===== config.mk =====
export PLATFORM = sky130hd
export DESIGN_NAME = osd_switch_ctrl
export DESIGN_NICKNAME = d
export VERILOG_FILES = /design/src/pkg/osd_pkg.sv /design/src/hdl/osd_cal_switch.sv /design/src/hdl/osd_ref_decode.sv /design/src/hdl/osd_switch_ctrl.sv
export SDC_FILE = /design/constraint.sdc
export NUM_CORES = 1
export LEC_CHECK = 0
export ABC_CLOCK_PERIOD_IN_PS = 1470
export BUFFER_PORTS_ARGS = -buffer_cell sky130_fd_sc_hd__buf_4
export CORE_AREA = 5 5 80 82
export CTS_CLUSTER_SIZE = 40
export DETAILED_ROUTE_END_ITERATION = 8
export DIE_AREA = 0 0 85 87
export PLACE_DENSITY = 0.68
export SLEW_MARGIN = 15
export SYNTH_ARGS = -nofsm -noshare
export SYNTH_HDL_FRONTEND = slang
export SYNTH_SLANG_ARGS = --single-unit

===== constraint.sdc =====
create_clock -name ref_clk_in -period 1.47 [get_ports ref_clk_in]
set_input_delay 0.0735 -clock ref_clk_in [delete_from_list [all_inputs] [get_ports ref_clk_in]]
set_output_delay 0.0735 -clock ref_clk_in [all_outputs]
set_load 0.1 [all_outputs]

===== src/pkg/osd_pkg.sv =====
// Package for the amplifier switch control decoder: register map, fields, resets, types.
// Overview of operation
// Offset-cancel mode on amplifier one closes its calibration short switch.
// In calibration, reference select closes one reference switch: 0 inverting, 1 non-inverting.
// Software steps the five-bit trim until the output status bit toggles.
// Clearing offset-cancel mode returns switches to normal decoding.
// Software repeats the same calibration sequence for amplifier two.
// Comparator route switch follows the output-to-comparator bit.
// Positive-pin bit forces source select to 00, opening internal references.
// Amplifier one disabled opens its feedback switch.
// Calibration closes short and both pin switches, opens feedback and references.
// Gain-enable closes both gain network switches, otherwise both open.
// Amplifier two disabled opens gain network and buffer feedback switches.
// Positive pin beats cross feed, which beats the three internal references.
// Negative pin switch beats the cross feed on the inverting side.
// Amplifier one disabled makes all three port pins general I/O.
// Amplifier one enabled always gives its output pin to the amplifier.
// Positive input pin goes to amplifier only when positive-pin bit set.
// Negative input pin goes to amplifier only when negative-pin bit set; amplifier two also claims it when gain-enable is set.
// Source select: 00 none, 01 high, 10 mid, 11 low reference.
// Gain code 000 gives gain 1, codes 001..111 give 8..56.
// With pin bit and calibration off, codes 01..11 close one reference.
// Buffer feedback and cross feeds follow their own control bits.
package osd_pkg;

    localparam logic [2:0] OSD_ADDR_AMP1_CTRL0 = 3'h0;
    localparam logic [2:0] OSD_ADDR_AMP1_CTRL1 = 3'h1;
    localparam logic [2:0] OSD_ADDR_AMP2_CTRL0 = 3'h2;
    localparam logic [2:0] OSD_ADDR_AMP2_CTRL1 = 3'h3;
    localparam logic [2:0] OSD_ADDR_AMP2_CTRL2 = 3'h4;
    localparam logic [2:0] OSD_ADDR_STATUS     = 3'h5;

    localparam logic [7:0] OSD_RST_CTRL0 = 8'h10;
    localparam logic [7:0] OSD_RST_CTRL1 = 8'h0C;
    localparam logic [7:0] OSD_RST_CTRL2 = 8'h00;
    localparam logic [7:0] OSD_CTRL0_WMASK = 8'h7F;
    localparam logic [7:0] OSD_CTRL2_WMASK = 8'hCF;

    localparam int OSD_C0_OUT  = 7;
    localparam int OSD_C0_CAL  = 6;
    localparam int OSD_C0_RSEL = 5;
    localparam int OSD_C1_CMP  = 7;
    localparam int OSD_C1_O2N  = 6;
    localparam int OSD_C1_PSEL = 4;
    localparam int OSD_C1_PS   = 3;
    localparam int OSD_C1_NS   = 2;
    localparam int OSD_C1_OEN  = 1;
    localparam int OSD_C1_EN   = 0;
    localparam int OSD_C2_X2N  = 7;
    localparam int OSD_C2_X2P  = 6;
    localparam int OSD_C2_GEN  = 3;

    localparam logic [1:0] OSD_SRC_NONE = 2'h0;
    localparam logic [1:0] OSD_SRC_HIGH = 2'h1;
    localparam logic [1:0] OSD_SRC_MID  = 2'h2;
    localparam logic [1:0] OSD_SRC_LOW  = 2'h3;
    localparam logic [5:0] OSD_GAIN_STEP = 6'h08;
    localparam logic [5:0] OSD_GAIN_UNITY = 6'h01;

    typedef struct packed {
        logic       cal_short;
        logic       ref_inv;
        logic       ref_noninv;
        logic       pos_pin;
        logic       neg_pin;
        logic       feedback;
        logic [2:0] refs;
    } osd_amp_sw_t;

    typedef struct packed {
        logic pos_pin;
        logic neg_pin;
        logic out_pin;
    } osd_pin_t;

endpackage : osd_pkg

===== src/hdl/osd_cal_switch.sv =====
// Calibration and input-pin switch decode for one amplifier.
module osd_cal_switch
    import osd_pkg::*;
(
    input  wire logic cal_in,
    input  wire logic rsel_in,
    input  wire logic ps_in,
    input  wire logic ns_in,
    output logic      short_out,
    output logic      ref_inv_out,
    output logic      ref_noninv_out,
    output logic      pos_out,
    output logic      neg_out
);
    always_comb begin
        short_out      = cal_in;
        ref_inv_out    = cal_in && !rsel_in;
        ref_noninv_out = cal_in && rsel_in;
        pos_out        = cal_in || ps_in;
        neg_out        = cal_in || ns_in;
    end
endmodule : osd_cal_switch


===== src/hdl/osd_ref_decode.sv =====
// Internal reference selector for one amplifier; each amplifier has its own instance.
module osd_ref_decode
    import osd_pkg::*;
(
    input  wire logic [1:0] sel_in,
    input  wire logic       block_in,
    output logic      [2:0] refs_out
);
    // Bit 2 high, bit 1 mid, bit 0 low reference.
    always_comb begin
        refs_out = 3'h0;
        if (!block_in) begin
            unique case (sel_in)
                OSD_SRC_NONE: refs_out = 3'h0;
                OSD_SRC_HIGH: refs_out = 3'h4;
                OSD_SRC_MID:  refs_out = 3'h2;
                OSD_SRC_LOW:  refs_out = 3'h1;
            endcase
        end
    end
endmodule : osd_ref_decode


===== src/hdl/osd_switch_ctrl.sv =====
// Register file and switch/pin decoder for two on-chip amplifiers.
module osd_switch_ctrl
    import osd_pkg::*;
(
    input  wire logic        ref_clk_in,
    input  wire logic        sys_rst_in,
    input  wire logic [2:0]  addr_in,
    input  wire logic [7:0]  wdata_in,
    input  wire logic        wr_in,
    input  wire logic        rd_in,
    output logic      [7:0]  rdata_out,
    input  wire logic        amp1_comp_in,
    input  wire logic        amp2_comp_in,
    output osd_amp_sw_t      amp1_sw_out,
    output osd_amp_sw_t      amp2_sw_out,
    output logic             amp1_comparator_route_switch_out,
    output logic             amp1_output_enable_out,
    output logic             amp2_output_enable_out,
    output logic             amp2_comparator_route_switch_out,
    output logic             amp2_gain_network_switch_out,
    output logic             amp2_cross_feed_positive_switch_out,
    output logic             amp2_cross_feed_negative_switch_out,
    output logic      [5:0]  amp2_gain_out,
    output osd_pin_t         amp1_pin_out,
    output osd_pin_t         amp2_pin_out
);

    ////////////////////////////////////////////////////////////////////////////
    // Registers.

    logic [7:0] amp1_c0_r;
    logic [7:0] amp1_c1_r;
    logic [7:0] amp2_c0_r;
    logic [7:0] amp2_c1_r;
    logic [7:0] amp2_c2_r;
    logic       amp1_s1_r;
    logic       amp1_s2_r;
    logic       amp1_s3_r;
    logic       amp2_s1_r;
    logic       amp2_s2_r;
    logic       amp2_s3_r;
    logic       amp1_out_r;
    logic       amp2_out_r;

    always_ff @(posedge ref_clk_in) begin
        if (sys_rst_in) begin
            amp1_c0_r <= OSD_RST_CTRL0;
            amp1_c1_r <= OSD_RST_CTRL1;
            amp2_c0_r <= OSD_RST_CTRL0;
            amp2_c1_r <= OSD_RST_CTRL1;
            amp2_c2_r <= OSD_RST_CTRL2;
        end else if (wr_in) begin
            // Software steps the trim field during calibration.
            unique case (addr_in)
                OSD_ADDR_AMP1_CTRL0: amp1_c0_r <= wdata_in & OSD_CTRL0_WMASK;
                OSD_ADDR_AMP1_CTRL1: amp1_c1_r <= wdata_in;
                OSD_ADDR_AMP2_CTRL0: amp2_c0_r <= wdata_in & OSD_CTRL0_WMASK;
                OSD_ADDR_AMP2_CTRL1: amp2_c1_r <= wdata_in;
                OSD_ADDR_AMP2_CTRL2: amp2_c2_r <= wdata_in & OSD_CTRL2_WMASK;
                default: ;
            endcase
        end
    end

    // Comparator outputs are analog and asynchronous, so three stages are used.
    always_ff @(posedge ref_clk_in) begin
        if (sys_rst_in) begin
            amp1_s1_r <= 1'b0;
            amp1_s2_r <= 1'b0;
            amp1_s3_r <= 1'b0;
            amp2_s1_r <= 1'b0;
            amp2_s2_r <= 1'b0;
            amp2_s3_r <= 1'b0;
        end else begin
            amp1_s1_r <= amp1_comp_in;
            amp1_s2_r <= amp1_s1_r;
            amp1_s3_r <= amp1_s2_r;
            amp2_s1_r <= amp2_comp_in;
            amp2_s2_r <= amp2_s1_r;
            amp2_s3_r <= amp2_s2_r;
        end
    end

    // The status bit only follows once the last two stages agree, filtering glitches.
    always_ff @(posedge ref_clk_in) begin
        if (sys_rst_in) begin
            amp1_out_r <= 1'b0;
            amp2_out_r <= 1'b0;
        end else begin
            if (amp1_s2_r == amp1_s3_r) amp1_out_r <= amp1_s3_r;
            if (amp2_s2_r == amp2_s3_r) amp2_out_r <= amp2_s3_r;
        end
    end

    always_ff @(posedge ref_clk_in) begin
        if (sys_rst_in) begin
            rdata_out <= 8'h00;
        end else if (rd_in) begin
            unique case (addr_in)
                OSD_ADDR_AMP1_CTRL0: rdata_out <= {amp1_out_r, amp1_c0_r[6:0]};
                OSD_ADDR_AMP1_CTRL1: rdata_out <= amp1_c1_r;
                OSD_ADDR_AMP2_CTRL0: rdata_out <= {amp2_out_r, amp2_c0_r[6:0]};
                OSD_ADDR_AMP2_CTRL1: rdata_out <= amp2_c1_r;
                OSD_ADDR_AMP2_CTRL2: rdata_out <= amp2_c2_r;
                OSD_ADDR_STATUS:     rdata_out <= {6'h00, amp2_out_r, amp1_out_r};
                default:             rdata_out <= 8'h00;
            endcase
        end else begin
            rdata_out <= 8'h00;
        end
    end

    ////////////////////////////////////////////////////////////////////////////
    // Decoded control bits.

    logic       amp1_en;
    logic       amp1_cal;
    logic       amp1_ps;
    logic       amp1_ns;
    logic       amp2_en;
    logic       amp2_cal;
    logic       amp2_ps;
    logic       amp2_ns;
    logic       amp2_gen;
    logic       amp1_blk;
    logic       amp2_blk;
    logic       amp2_xp;
    logic [2:0] amp1_refs;
    logic [2:0] amp2_refs;

    assign amp1_en  = amp1_c1_r[OSD_C1_EN];
    assign amp1_cal = amp1_c0_r[OSD_C0_CAL];
    assign amp1_ps  = amp1_c1_r[OSD_C1_PS];
    assign amp1_ns  = amp1_c1_r[OSD_C1_NS];
    assign amp2_en  = amp2_c1_r[OSD_C1_EN];
    assign amp2_cal = amp2_c0_r[OSD_C0_CAL];
    assign amp2_ps  = amp2_c1_r[OSD_C1_PS];
    assign amp2_ns  = amp2_c1_r[OSD_C1_NS];
    assign amp2_gen = amp2_c2_r[OSD_C2_GEN];

    // Pin bit forces the select to none; calibration also holds references open.
    assign amp1_blk = amp1_ps || amp1_cal;
    // Cross feed has priority over the internal references.
    assign amp2_xp  = amp2_c2_r[OSD_C2_X2P] && !amp2_ps && !amp2_cal;
    assign amp2_blk = amp2_ps || amp2_cal || amp2_xp;

    osd_ref_decode u_amp1_ref (
        .sel_in   (amp1_c1_r[OSD_C1_PSEL +: 2]),
        .block_in (amp1_blk),
        .refs_out (amp1_refs)
    );

    osd_ref_decode u_amp2_ref (
        .sel_in   (amp2_c1_r[OSD_C1_PSEL +: 2]),
        .block_in (amp2_blk),
        .refs_out (amp2_refs)
    );

    osd_cal_switch u_amp1_cal (
        .cal_in         (amp1_cal),
        .rsel_in        (amp1_c0_r[OSD_C0_RSEL]),
        .ps_in          (amp1_ps),
        .ns_in          (amp1_ns),
        .short_out      (amp1_sw_out.cal_short),
        .ref_inv_out    (amp1_sw_out.ref_inv),
        .ref_noninv_out (amp1_sw_out.ref_noninv),
        .pos_out        (amp1_sw_out.pos_pin),
        .neg_out        (amp1_sw_out.neg_pin)
    );

    osd_cal_switch u_amp2_cal (
        .cal_in         (amp2_cal),
        .rsel_in        (amp2_c0_r[OSD_C0_RSEL]),
        .ps_in          (amp2_ps),
        .ns_in          (amp2_ns),
        .short_out      (amp2_sw_out.cal_short),
        .ref_inv_out    (amp2_sw_out.ref_inv),
        .ref_noninv_out (amp2_sw_out.ref_noninv),
        .pos_out        (amp2_sw_out.pos_pin),
        .neg_out        (amp2_sw_out.neg_pin)
    );

    ////////////////////////////////////////////////////////////////////////////
    // Switch outputs.

    assign amp1_sw_out.refs     = amp1_refs;
    assign amp1_sw_out.feedback = amp1_en && !amp1_cal && amp1_c1_r[OSD_C1_O2N];
    assign amp1_comparator_route_switch_out = amp1_c1_r[OSD_C1_CMP];
    assign amp1_output_enable_out = amp1_c1_r[OSD_C1_OEN];

    assign amp2_sw_out.refs     = amp2_refs;
    assign amp2_sw_out.feedback = amp2_en && !amp2_cal && amp2_c1_r[OSD_C1_O2N];
    assign amp2_comparator_route_switch_out = amp2_c1_r[OSD_C1_CMP];
    assign amp2_output_enable_out = amp2_c1_r[OSD_C1_OEN];
    assign amp2_gain_network_switch_out = amp2_en && !amp2_cal && amp2_gen;
    assign amp2_cross_feed_positive_switch_out = amp2_xp;
    assign amp2_cross_feed_negative_switch_out =
        amp2_c2_r[OSD_C2_X2N] && !amp2_ns && !amp2_cal;

    function automatic logic [5:0] gain_of(input logic [2:0] code);
        logic [5:0] g;
        g = (code == 3'h0) ? OSD_GAIN_UNITY : 6'(OSD_GAIN_STEP * {3'h0, code});
        return g;
    endfunction : gain_of

    assign amp2_gain_out = gain_of(amp2_c2_r[2:0]);

    ////////////////////////////////////////////////////////////////////////////
    // Pin multiplexer.

    assign amp1_pin_out.out_pin = amp1_en;
    assign amp1_pin_out.pos_pin = amp1_en && amp1_ps;
    assign amp1_pin_out.neg_pin = amp1_en && amp1_ns;
    // Gain mode ties the inverting pin to the network, so it is claimed too.
    assign amp2_pin_out.out_pin = amp2_en;
    assign amp2_pin_out.pos_pin = amp2_en && amp2_ps;
    assign amp2_pin_out.neg_pin = amp2_en && (amp2_ns || amp2_gen);

    ////////////////////////////////////////////////////////////////////////////
    // Checks.

    cal_short_a: assert property (@(posedge ref_clk_in) disable iff (sys_rst_in)
        amp1_cal |-> amp1_sw_out.cal_short)
        else $error("short open in cal");
    cal_ref_a: assert property (@(posedge ref_clk_in) disable iff (sys_rst_in)
        amp1_cal |-> (amp1_sw_out.ref_inv ^ amp1_sw_out.ref_noninv)
        && (amp1_sw_out.ref_noninv == amp1_c0_r[OSD_C0_RSEL]))
        else $error("bad cal reference");
    cal_exit_a: assert property (@(posedge ref_clk_in) disable iff (sys_rst_in)
        $fell(amp1_cal) |-> !amp1_sw_out.cal_short && !amp1_sw_out.ref_inv
        && !amp1_sw_out.ref_noninv)
        else $error("cal not left");
    normal_pins_a: assert property (@(posedge ref_clk_in) disable iff (sys_rst_in)
        !amp1_cal |-> amp1_sw_out.pos_pin == amp1_ps && amp1_sw_out.neg_pin == amp1_ns)
        else $error("pin switches not restored");
    cmp_route_a: assert property (@(posedge ref_clk_in) disable iff (sys_rst_in)
        amp1_comparator_route_switch_out == amp1_c1_r[OSD_C1_CMP])
        else $error("route mismatch");
    pin_refs_a: assert property (@(posedge ref_clk_in) disable iff (sys_rst_in)
        amp1_ps |-> amp1_refs == 3'h0)
        else $error("refs closed");
    fb_off_a: assert property (@(posedge ref_clk_in) disable iff (sys_rst_in)
        !amp1_en |-> !amp1_sw_out.feedback)
        else $error("amp1 feedback closed while off");
    cal_open_a: assert property (@(posedge ref_clk_in) disable iff (sys_rst_in)
        amp1_cal |-> !amp1_sw_out.feedback && amp1_sw_out.pos_pin
        && amp1_sw_out.neg_pin)
        else $error("cal switches wrong");
    cal_refs_a: assert property (@(posedge ref_clk_in) disable iff (sys_rst_in)
        amp1_cal |-> amp1_refs == 3'h0)
        else $error("refs closed in cal");
    gain_on_a: assert property (@(posedge ref_clk_in) disable iff (sys_rst_in)
        amp2_en && !amp2_cal && amp2_gen |-> amp2_gain_network_switch_out)
        else $error("gain switches open");
    gain_off_a: assert property (@(posedge ref_clk_in) disable iff (sys_rst_in)
        !amp2_gen |-> !amp2_gain_network_switch_out)
        else $error("gain switches closed");
    gain_sw_a: assert property (@(posedge ref_clk_in) disable iff (sys_rst_in)
        !amp2_en |-> !amp2_gain_network_switch_out && !amp2_sw_out.feedback)
        else $error("amp2 off switches");
    prio_pos_a: assert property (@(posedge ref_clk_in) disable iff (sys_rst_in)
        amp2_ps |-> !amp2_xp && amp2_refs == 3'h0)
        else $error("priority");
    feed_prio_a: assert property (@(posedge ref_clk_in) disable iff (sys_rst_in)
        amp2_xp |-> amp2_refs == 3'h0)
        else $error("feed priority");
    prio_neg_a: assert property (@(posedge ref_clk_in) disable iff (sys_rst_in)
        amp2_ns |-> !amp2_cross_feed_negative_switch_out)
        else $error("neg prio");
    pin_off_a: assert property (@(posedge ref_clk_in) disable iff (sys_rst_in)
        !amp1_en |-> amp1_pin_out == 3'h0)
        else $error("pins claimed");
    out_pin_a: assert property (@(posedge ref_clk_in) disable iff (sys_rst_in)
        amp1_en |-> amp1_pin_out.out_pin)
        else $error("output pin not claimed");
    pos_pin_a: assert property (@(posedge ref_clk_in) disable iff (sys_rst_in)
        !amp1_ps |-> !amp1_pin_out.pos_pin)
        else $error("positive pin claimed");
    neg_pin_a: assert property (@(posedge ref_clk_in) disable iff (sys_rst_in)
        !amp1_ns |-> !amp1_pin_out.neg_pin)
        else $error("negative pin claimed");
    ref_none_a: assert property (@(posedge ref_clk_in) disable iff (sys_rst_in)
        amp1_c1_r[OSD_C1_PSEL +: 2] == OSD_SRC_NONE |-> amp1_refs == 3'h0)
        else $error("reference closed for none");
    ref_high_a: assert property (@(posedge ref_clk_in) disable iff (sys_rst_in)
        !amp1_ps && !amp1_cal && amp1_c1_r[OSD_C1_PSEL +: 2] == OSD_SRC_HIGH
        |-> amp1_refs == 3'h4)
        else $error("high reference not closed");
    gain_unity_a: assert property (@(posedge ref_clk_in) disable iff (sys_rst_in)
        amp2_c2_r[2:0] == 3'h0 |-> amp2_gain_out == OSD_GAIN_UNITY)
        else $error("gain not unity");
    gain_step_a: assert property (@(posedge ref_clk_in) disable iff (sys_rst_in)
        amp2_c2_r[2:0] != 3'h0 |-> amp2_gain_out == {amp2_c2_r[2:0], 3'h0})
        else $error("gain step wrong");
    gain_val_a: assert property (@(posedge ref_clk_in) disable iff (sys_rst_in)
        amp2_c2_r[2:0] == 3'h7 |-> amp2_gain_out == 6'h38)
        else $error("gain 56");
    ref_one_a: assert property (@(posedge ref_clk_in) disable iff (sys_rst_in)
        !amp1_ps && !amp1_cal && amp1_c1_r[OSD_C1_PSEL +: 2] != OSD_SRC_NONE
        |-> $onehot(amp1_refs))
        else $error("amp1 reference not one-hot");
    ref_two_a: assert property (@(posedge ref_clk_in) disable iff (sys_rst_in)
        !amp2_ps && !amp2_cal && !amp2_xp
        && amp2_c1_r[OSD_C1_PSEL +: 2] != OSD_SRC_NONE |-> $onehot(amp2_refs))
        else $error("amp2 reference not one-hot");
    fb_follow_a: assert property (@(posedge ref_clk_in) disable iff (sys_rst_in)
        amp2_en && !amp2_cal && amp2_c1_r[OSD_C1_O2N] |-> amp2_sw_out.feedback)
        else $error("amp2 feedback open");
    feed_neg_a: assert property (@(posedge ref_clk_in) disable iff (sys_rst_in)
        amp2_c2_r[OSD_C2_X2N] && !amp2_ns && !amp2_cal
        |-> amp2_cross_feed_negative_switch_out)
        else $error("negative cross feed open");

endmodule : osd_switch_ctrl


-- Yosys cells after proc, flatten, opt, wreduce, memory -nomap -nowiden
Cells that the tools add are included.
- flip-flop bits (word level): 52
- bits of input ports: 17
- logic and storage cells: 73
- equality and inequality tests: 13
- mux-type cells: 6
- bitwise operators: 1
- reductions and logical operators: 39
- operators with widths (operator ; count):
    one-hot mux 8 bit (6 select lines) ; 1
    one-hot mux 3 bit (4 select lines) ; 2
    logical AND 1 bit ; 17
    AND reduction 2 bit ; 5
    equality test 2 bit, second input constant ; 4
    equality test 3 x 2 -> 1 bit, second input constant ; 2
    equality test 3 bit, second input constant ; 2
    logical NOT 1 bit ; 6
    logical NOT 3 bit ; 2
    logical OR 1 bit ; 6
    2-to-1 mux 3 bit ; 2
    2-to-1 mux 6 bit ; 1
    equality test 2 x 1 -> 1 bit, second input constant ; 2
    logical NOT 2 bit ; 2
    equality test 3 x 1 -> 1 bit, second input constant ; 1
    equality test 1 bit ; 2
    OR reduction 2 bit ; 1
    inverter 1 bit ; 1

-- Logic depth before layout (Yosys ltp)
Gate-level depths: netlist (run 1).
- depth after elaboration: 5
- gate-level depth with buffers: 5
- mapped depth without buffers: 3

-- By module
From an unflattened synthesis (run 1), not the netlist that was laid out.
- cells, all modules: 242
- area, all modules: 2394.8 um2
- by module, submodules not included (module ; instances ; cells each ; area an instance (um2) ; sequential area each (um2)):
    osd_switch_ctrl ; 1 ; 226 ; 2279.7 ; 1041.0
    osd_cal_switch ; 2 ; 5 ; 32.5 ; 0.0
    osd_ref_decode ; 2 ; 3 ; 25.0 ; 0.0

-- Least setup slack after synthesis (run 1)
Ideal clock, no wire load.
- path kind: register to output
- start: register amp1_c1_r[5]
- end: output amp1_sw_out[0] in the netlist's numbering
- arrival: 3290 ps
- path slack: -1894 ps
- cell stages (with the launch flop): 2
- cell sequence: dfxtp_1 -> nor4bb_1
- RTL lines (what ; RTL line ; source):
    start: declaration ; osd_switch_ctrl.sv:32 ; logic [7:0] amp1_c1_r;
    start signal: assignment ; osd_switch_ctrl.sv:56 ; OSD_ADDR_AMP1_CTRL1: amp1_c1_r <= wdata_in;
    end: declaration ; osd_switch_ctrl.sv:14 ; output osd_amp_sw_t amp1_sw_out,

==> results of run 1 <==
## kinds of logic after synthesis
group,count (synthesis),share of synthesized area [%]
simple gates,96,22.9
flops,52,42.9
mux,44,19.3
buf+inv,33,8.51
compound gates,21,6.24
other cells,1,0.155
## power breakdown
part	switching (W)	total [W]	leakage, nW	internal, W
logic	0.000285	0.000423	0.821	0.000138
registers	0.0000284	0.00147	0.425	0.00144
clock network	0.000472	0.000858	0.0516	0.000386
total	0.000785	0.00275	1.30	0.00196
## sequential cells by signal (all words and copies together) (netlist names)
register    flops
amp2_c1_r       8
amp2_s1_r       1
amp1_s3_r       1
amp2_out_r      1
rdata_out       8
amp2_c0_r       7
amp2_s2_r       1
amp1_out_r      1
amp1_c1_r       8
amp2_c2_r       6
amp2_s3_r       1
amp1_c0_r       7
amp1_s2_r       1
amp1_s1_r       1
## routing by layer
layer  wire length, um  share of wire, %
met4                41              0.71
met2              2820                49
met1              2640                46
met5                 0                 0
met3               273               4.7
## worst max path at each step
stage	endpoint	slack (ns)	cells after the start
finish	amp1_sw_out[1]	0.02	3
floorplan	amp1_sw_out[0]	-0.16	1
global route	amp1_sw_out[1]	-0.03	3
CTS	amp2_cross_feed_positive_switch_out	-0.008	3
detailed placement	amp1_c1_r[3]	0.21	5
global placement	amp1_c1_r[3]	0.22	5
## through the flow
stage               cells  power (W)
finish                370    0.00275
global route          370    0.00286
CTS                   370    0.00277
detailed placement    357    0.00192
global placement      357    0.00191
floorplan             248    0.00181
## cell type report
type / count / share of cell area (%)
clock buffers: 6 / 2.64
clock inverters: 2 / 0.440
inverters: 2 / 0.240
multi-input cells: 163 / 40.7
flip-flops and latches: 52 / 33.7
well taps: 75 / 3.00
repair buffers: 70 / 19.3
## critical path, stage by stage, from the launching register on
cell and delay (ns):
dfxtp_4 0.37, or2_4 0.28, nor3b_4 0.21, buf_12 0.20
## cells in the final DEF (no fill, tap or decap), types with 3 or more instances in the layout
cell type  instances
buf_4             59
dfxtp_1           46
mux2i_1           40
nor2_1            35
nor2b_1           13
nand2_1            6
clkbuf_8           6
and2_1             5
a21oi_1            5
a211o_1            5
nand3b_1           4
dfxtp_2            4
buf_6              4
buf_12             4
or2_2              3
nor2_4             3
and3b_1            3
nor3_1             3
## what timing repair did
item,4_1_cts,5_1_grt
endpoints found under the hold margin,2,0
gates resized for setup,13,10
hold buffers,2,0
pin swaps,1,0
setup buffers,3,0
endpoints found under the setup margin,8,11
==> run_results.csv, run 1 <==
group,metric,value,unit
outcome,run_status,"complete, no violations",
synth,avgSynthCellArea,9.82,um2
sta,rsz0062_at_grt,"true",
route,ant_nets,0,
global_route,use_met3,3.31,%
sta,timing.final.ws_setup,0.0235,ns
sta,setup_violations,0,
synth,ys_warn_count,0,
worst_hold_path,worstHoldPathCells,2,
final_layout,final-seq-area,1050,um2
global_route,top_usage_layer,"met2",
place,dp_hpwl,4100,um
global_route,grt_util_met1,21.5,%
critical_path,reg2reg_depth,2,
route,vias,1859,
clock_network,cts_tree,"done",
clock_network,clk_latency,0.30,ns
route,wl,5780,um
clock_network,h-tree-depth,2,
critical_path,start_kind,"register",
critical_path,critPathLaunch,"amp1_c1_r[3]",
worst_hold_path,min_to,"amp1_c0_r[4]",
route,drt_iter0_markers,102,
sta,layout_min_cycle_time,1.45,ns
global_route,grt_pass1_wl,9490,um
die,initial_utilization,42.7,%
worst_hold_path,hold_path.class,"in2reg",
final_layout,drive_above_1_share,35.9,%
final_layout,area_growth,29.1,%
synth,netlist_instances,247,
synth,synthTopCellsByArea,"dfxtp_1 43%, mux2i_1 17%, nor2_1 6.0%, buf_4 5.9%, nor2b_1 3.4%",
clock_network,cts.sinks,52,
critical_path,path_class,"reg2out",
synth,synth_seq_cells,52,
synth,synthTopCellsByCount,"52 x dfxtp_1, 40 x mux2i_1, 39 x nor2_1, 19 x buf_4, 13 x nor2b_1",
final_layout,fill_cells,527,
critical_path,worstPathRequired,1.40,ns
global_route,grt-ovfl-total,0,
die,core,5680,um2
sta,holdWs,0.0159,ns
final_layout,final_area,3130,um2
place,preCtsSetupSlack,0.207,ns
synth,netlist-cell-type-count,38,
sta,setup-tns-final,0,ns
route,wl_per_cell,15.6,um
die,die-area,7400,um2
critical_path,crit_arrival,1.37,ns
route,viasPerCell,5.02,
sta,fmax,691,MHz
worst_hold_path,min-delay-start,"wdata_in[4]",
die,die_w,85,um
global_route,grt_usage,16.3,%
clock_network,clockBufferDepth,2,
sta,hold_viol,0,
final_layout,nNetsFinal,311,
synth,syn_area,2420,um2
critical_path,r2r_slack,0.37,ns
clock_network,cts_root_buf,"clkbuf_8",
sta,finalCritPeriodShare,98.4,%
power_and_ir_drop,peakVddDrop,0.000523,V
synth,synth_edf_count,0,
global_route,antenna_found_initial,0,
critical_path,r2r-start,"amp2_c1_r[4]",
die,die_h,87,um
route,firstDrtPassIters,4,
clock_network,clkTransAtPathRegs,0.10,ns
sta,clock_skew,0.0121,ns
final_layout,final_core_util,55.1,%
synth,async_flop_share,0,%
clock_network,cts_buffers,5,
final_layout,diodes,0,
die,rows,28,
global_route,grtUsageMet2,27.5,%
run,drv_cap,0,
synth,synth_most_common_cell,"dfxtp_1",
global_route,grt_max_degree,24,
synth,ys_seq_area_share,42.9,%
sta,maxSlewViolCount,0,
critical_path,path_max_fanout,3,
place,gp_congestion,0.821,
final_layout,multiInputGateArea,1270,um2
global_route,grt_pass1_vias,1847,
place,port_buffers,59,
power_and_ir_drop,leakagePower,1.30,nW
route,post-route-drc-count,0,
synth,synth_top_area_share,42.9,%
synth,synth_top_area_cell,"dfxtp_1",
critical_path,cp-end-kind,"output pin",
synth,ys.flop_type,"dfxtp_1",
place,placed_area,2910,um2
die,ioPinCount,62,
critical_path,r2r-end,"rdata_out[4]",
power_and_ir_drop,cellPowerDensity,878,nW/um2
Note: power is estimated with default switching activity, not from simulation.
==> run 2, diff against run 1 <==
--- a/config.mk
+++ b/config.mk
@@ -5,13 +5,15 @@
 export SDC_FILE = /design/constraint.sdc
 export NUM_CORES = 1
 export LEC_CHECK = 0
+export ABC_AREA = 1
 export ABC_CLOCK_PERIOD_IN_PS = 1470
 export BUFFER_PORTS_ARGS = -buffer_cell sky130_fd_sc_hd__buf_4
-export CORE_AREA = 5 5 80 82
+export CORE_AREA = 5 5 79 81
 export CTS_CLUSTER_SIZE = 40
 export DETAILED_ROUTE_END_ITERATION = 8
-export DIE_AREA = 0 0 85 87
-export PLACE_DENSITY = 0.68
+export DIE_AREA = 0 0 84 86
+export PLACE_DENSITY = 0.69
+export REMOVE_ABC_BUFFERS = 1
 export SLEW_MARGIN = 15
 export SYNTH_ARGS = -nofsm -noshare
 export SYNTH_HDL_FRONTEND = slang
==> run 2 against run 1 <==
Compared with the run above: via count up 24%; maximum frequency down 0.66%; synthesized cell count up 40%; count of clock-buffer cells in the layout down 1; critical path type unchanged; critical endpoint is now amp2_sw_out[1].
==> run_results.csv, run 2 <==
group,metric,value,unit
outcome,run_status,"complete, no violations",
critical_path,path_class,"reg2out",
global_route,grt_usage,17.6,%
final_layout,top_regs,"amp1_c1_r: 8 flops, amp2_c1_r: 8 flops, rdata_out: 8 flops",
critical_path,crit_arrival,1.38,ns
synth,synth_top_area_cell,"dfxtp_1",
critical_path,path_max_fanout,9,
synth,ys_warn_count,0,
place,dp_cells,456,
power_and_ir_drop,p_switching,0.000893,W
critical_path,worstPathRequired,1.40,ns
synth,syn_area,2400,um2
place,port_buffers,59,
clock_network,h-tree-depth,2,
place,dp_hpwl,4770,um
synth,avgSynthCellArea,6.95,um2
die,rows,27,
final_layout,fill_cells,562,
global_route,grt-ovfl-total,0,
die,die_w,84,um
power_and_ir_drop,leakagePower,1.39,nW
final_layout,diodes,0,
route,firstDrtPassIters,5,
power_and_ir_drop,pwr-share-seq,52.8,%
sta,finalCritPeriodShare,99.1,%
clock_network,cts.sinks,52,
die,core,5410,um2
synth,async_flop_share,0,%
route,post-route-drc-count,0,
critical_path,path_cells,"nor2_4, nand2_4, nor3_4, buf_12",
final_layout,area_growth,25.9,%
synth,synth_seq_cells,52,
global_route,grt_pass1_wl,10300,um
power_and_ir_drop,intPower,0.00192,W
route,viasPerCell,4.94,
sta,rsz0062_at_grt,"true",
synth,netlist_instances,345,
place,gp_congestion,0.815,
global_route,antenna_found_initial,0,
clock_network,clk_latency,0.31,ns
critical_path,critPathLaunch,"amp2_c0_r[6]",
sta,timing.final.ws_setup,0.0138,ns
worst_hold_path,worstHoldPathCells,3,
route,wl,6220,um
sta,setup_violations,0,
clock_network,cts_root_buf,"clkbuf_8",
synth,synth_top_area_share,43.4,%
power_and_ir_drop,cellPowerDensity,931,nW/um2
sta,fmax,687,MHz
sta,clock_skew,0.00661,ns
route,ant_nets,0,
synth,synth_edf_count,0,
die,ioPinCount,62,
synth,netlist-cell-type-count,25,
power_and_ir_drop,netSwitchingFraction,31.8,%
sta,maxSlewViolCount,0,
final_layout,nNetsFinal,410,
clock_network,post-cts-setup-buffers,0,
sta,hold_viol,0,
synth,synth_most_common_cell,"nor2_1",
clock_network,clockBufferDepth,2,
clock_network,clkTransAtPathRegs,0.09,ns
die,initial_utilization,44.4,%
synth,ys_seq_area_share,43.4,%
sta,layout_min_cycle_time,1.46,ns
synth,synthTopCellsByArea,"dfxtp_1 43%, nor2_1 10%, nand2_1 9.6%, nand3_1 6.1%, o21ai_0 5.6%",
clock_network,cts_tree,"done",
final_layout,multiInputGateArea,1100,um2
global_route,grt_max_degree,18,
critical_path,reg2reg_depth,5,
final_layout,most-common-layout-cells,"65 x nor2_1, 61 x buf_4, 60 x nand2_1",
route,drt_iter0_markers,132,
synth,ys.flop_type,"dfxtp_1",
die,die_h,86,um
critical_path,cpPeakStageDelay,0.40,ns
worst_hold_path,min-delay-start,"wdata_in[2]",
final_layout,drive_above_1_share,24.9,%
route,wl_per_cell,13.3,um
route,vias,2304,
critical_path,cp-end-kind,"output pin",
die,die-area,7220,um2
global_route,grt_pass1_vias,2191,
critical_path,start_kind,"register",
final_layout,final_common_cell,"nor2_1",
run,drv_cap,0,
power_and_ir_drop,peakVddDrop,0.000640,V
synth,synthTopCellsByCount,"66 x nor2_1, 61 x nand2_1, 52 x dfxtp_1, 32 x inv_1, 29 x nand3_1",
critical_path,r2r-start,"amp2_c1_r[0]",
worst_hold_path,hold_path.class,"in2reg",
final_layout,final-seq-area,1050,um2
critical_path,cp_slowest_cell,"dfxtp_4",
power_and_ir_drop,p_clk_share,29.4,%
place,preCtsSetupSlack,0.268,ns
clock_network,cts_buffers,5,
power_and_ir_drop,p_comb_share,17.8,%
final_layout,layoutNonFillerInstCount,466,
-- run 2: what timing repair did --
action,4_1_cts,5_1_grt
gates resized for setup,13,10
endpoints found under the setup margin,6,7
hold buffers,2,0
pin swaps,0,2
hold endpoints to repair,2,0
-- run 2: per-stage QoR --
step | instance area, um2 | hold WS [ns] | util, % | setup TNS (ns) | total power [W]
global route | 3020 | 0.0262 | 55.9 | -0.0153 | 0.00293
detailed placement | 2820 | 0.282 | 52.1 | 0 | 0.00200
global placement | 2820 | 0.273 | 52.1 | 0 | 0.00200
floorplan | 2220 | 0.143 | - | -26.00 | 0.00183
finish | 3020 | 0.0224 | 55.9 | 0 | 0.00281
CTS | 2980 | 0.0177 | 55.2 | -0.00387 | 0.00282
-- run 2: layer usage --
| metal | vias up | global-route usage [%] | wire, um |
|---|---|---|---|
| met5 | - | 0 | 0 |
| li1 | 1177 | - | - |
| met2 | 69 | 29.5 | 3050 |
| met4 | 0 | 6.73 | 52 |
| met3 | 4 | 3.75 | 409 |
| met1 | 1054 | 22.3 | 2710 |
-- run 2: cells by family after synthesis --
kind of cell	synth area share, %
AOI/OAI and AO/OA	10.0
buffers and inverters	13.0
and+or+nand+nor	33.4
DFF	43.4
other	0.156
-- run 2: power by group through the flow --
stage | sequential, W | combinational [W] | clock [W]
after floorplan | 0.00159 | 0.000237 | 0
final | 0.00148 | 0.000501 | 0.000826
after global routing | 0.00149 | 0.000538 | 0.000900
after CTS | 0.00148 | 0.000496 | 0.000840
after detailed placement | 0.00151 | 0.000489 | 0
after global placement | 0.00151 | 0.000485 | 0
-- run 2: path summary, 6_finish.rpt --
check / end / slack [ns]
hold reg to reg: amp2_s2_r / 0.41
hold / removal: amp1_c1_r[2] / 0.02
setup / recovery: amp2_sw_out[1] / 0.01
setup reg to reg: rdata_out[0] / 0.58
-- run 2: cell type report --
type / count / share of cell area (%)
tap: 72 / 2.98
timing repair buffer: 69 / 18.4
clock inverter: 3 / 0.746
clock buffer: 5 / 2.28
sequential: 52 / 34.6
inverter: 35 / 4.52
multi-input combinational: 230 / 36.5
-- run 2: critical path: cells and delay by family, from the launching register on --
family | cells | cell delay, ns
DFF | 1 | 0.40
and+or+nand+nor | 3 | 0.47
buffers and inverters | 1 | 0.21
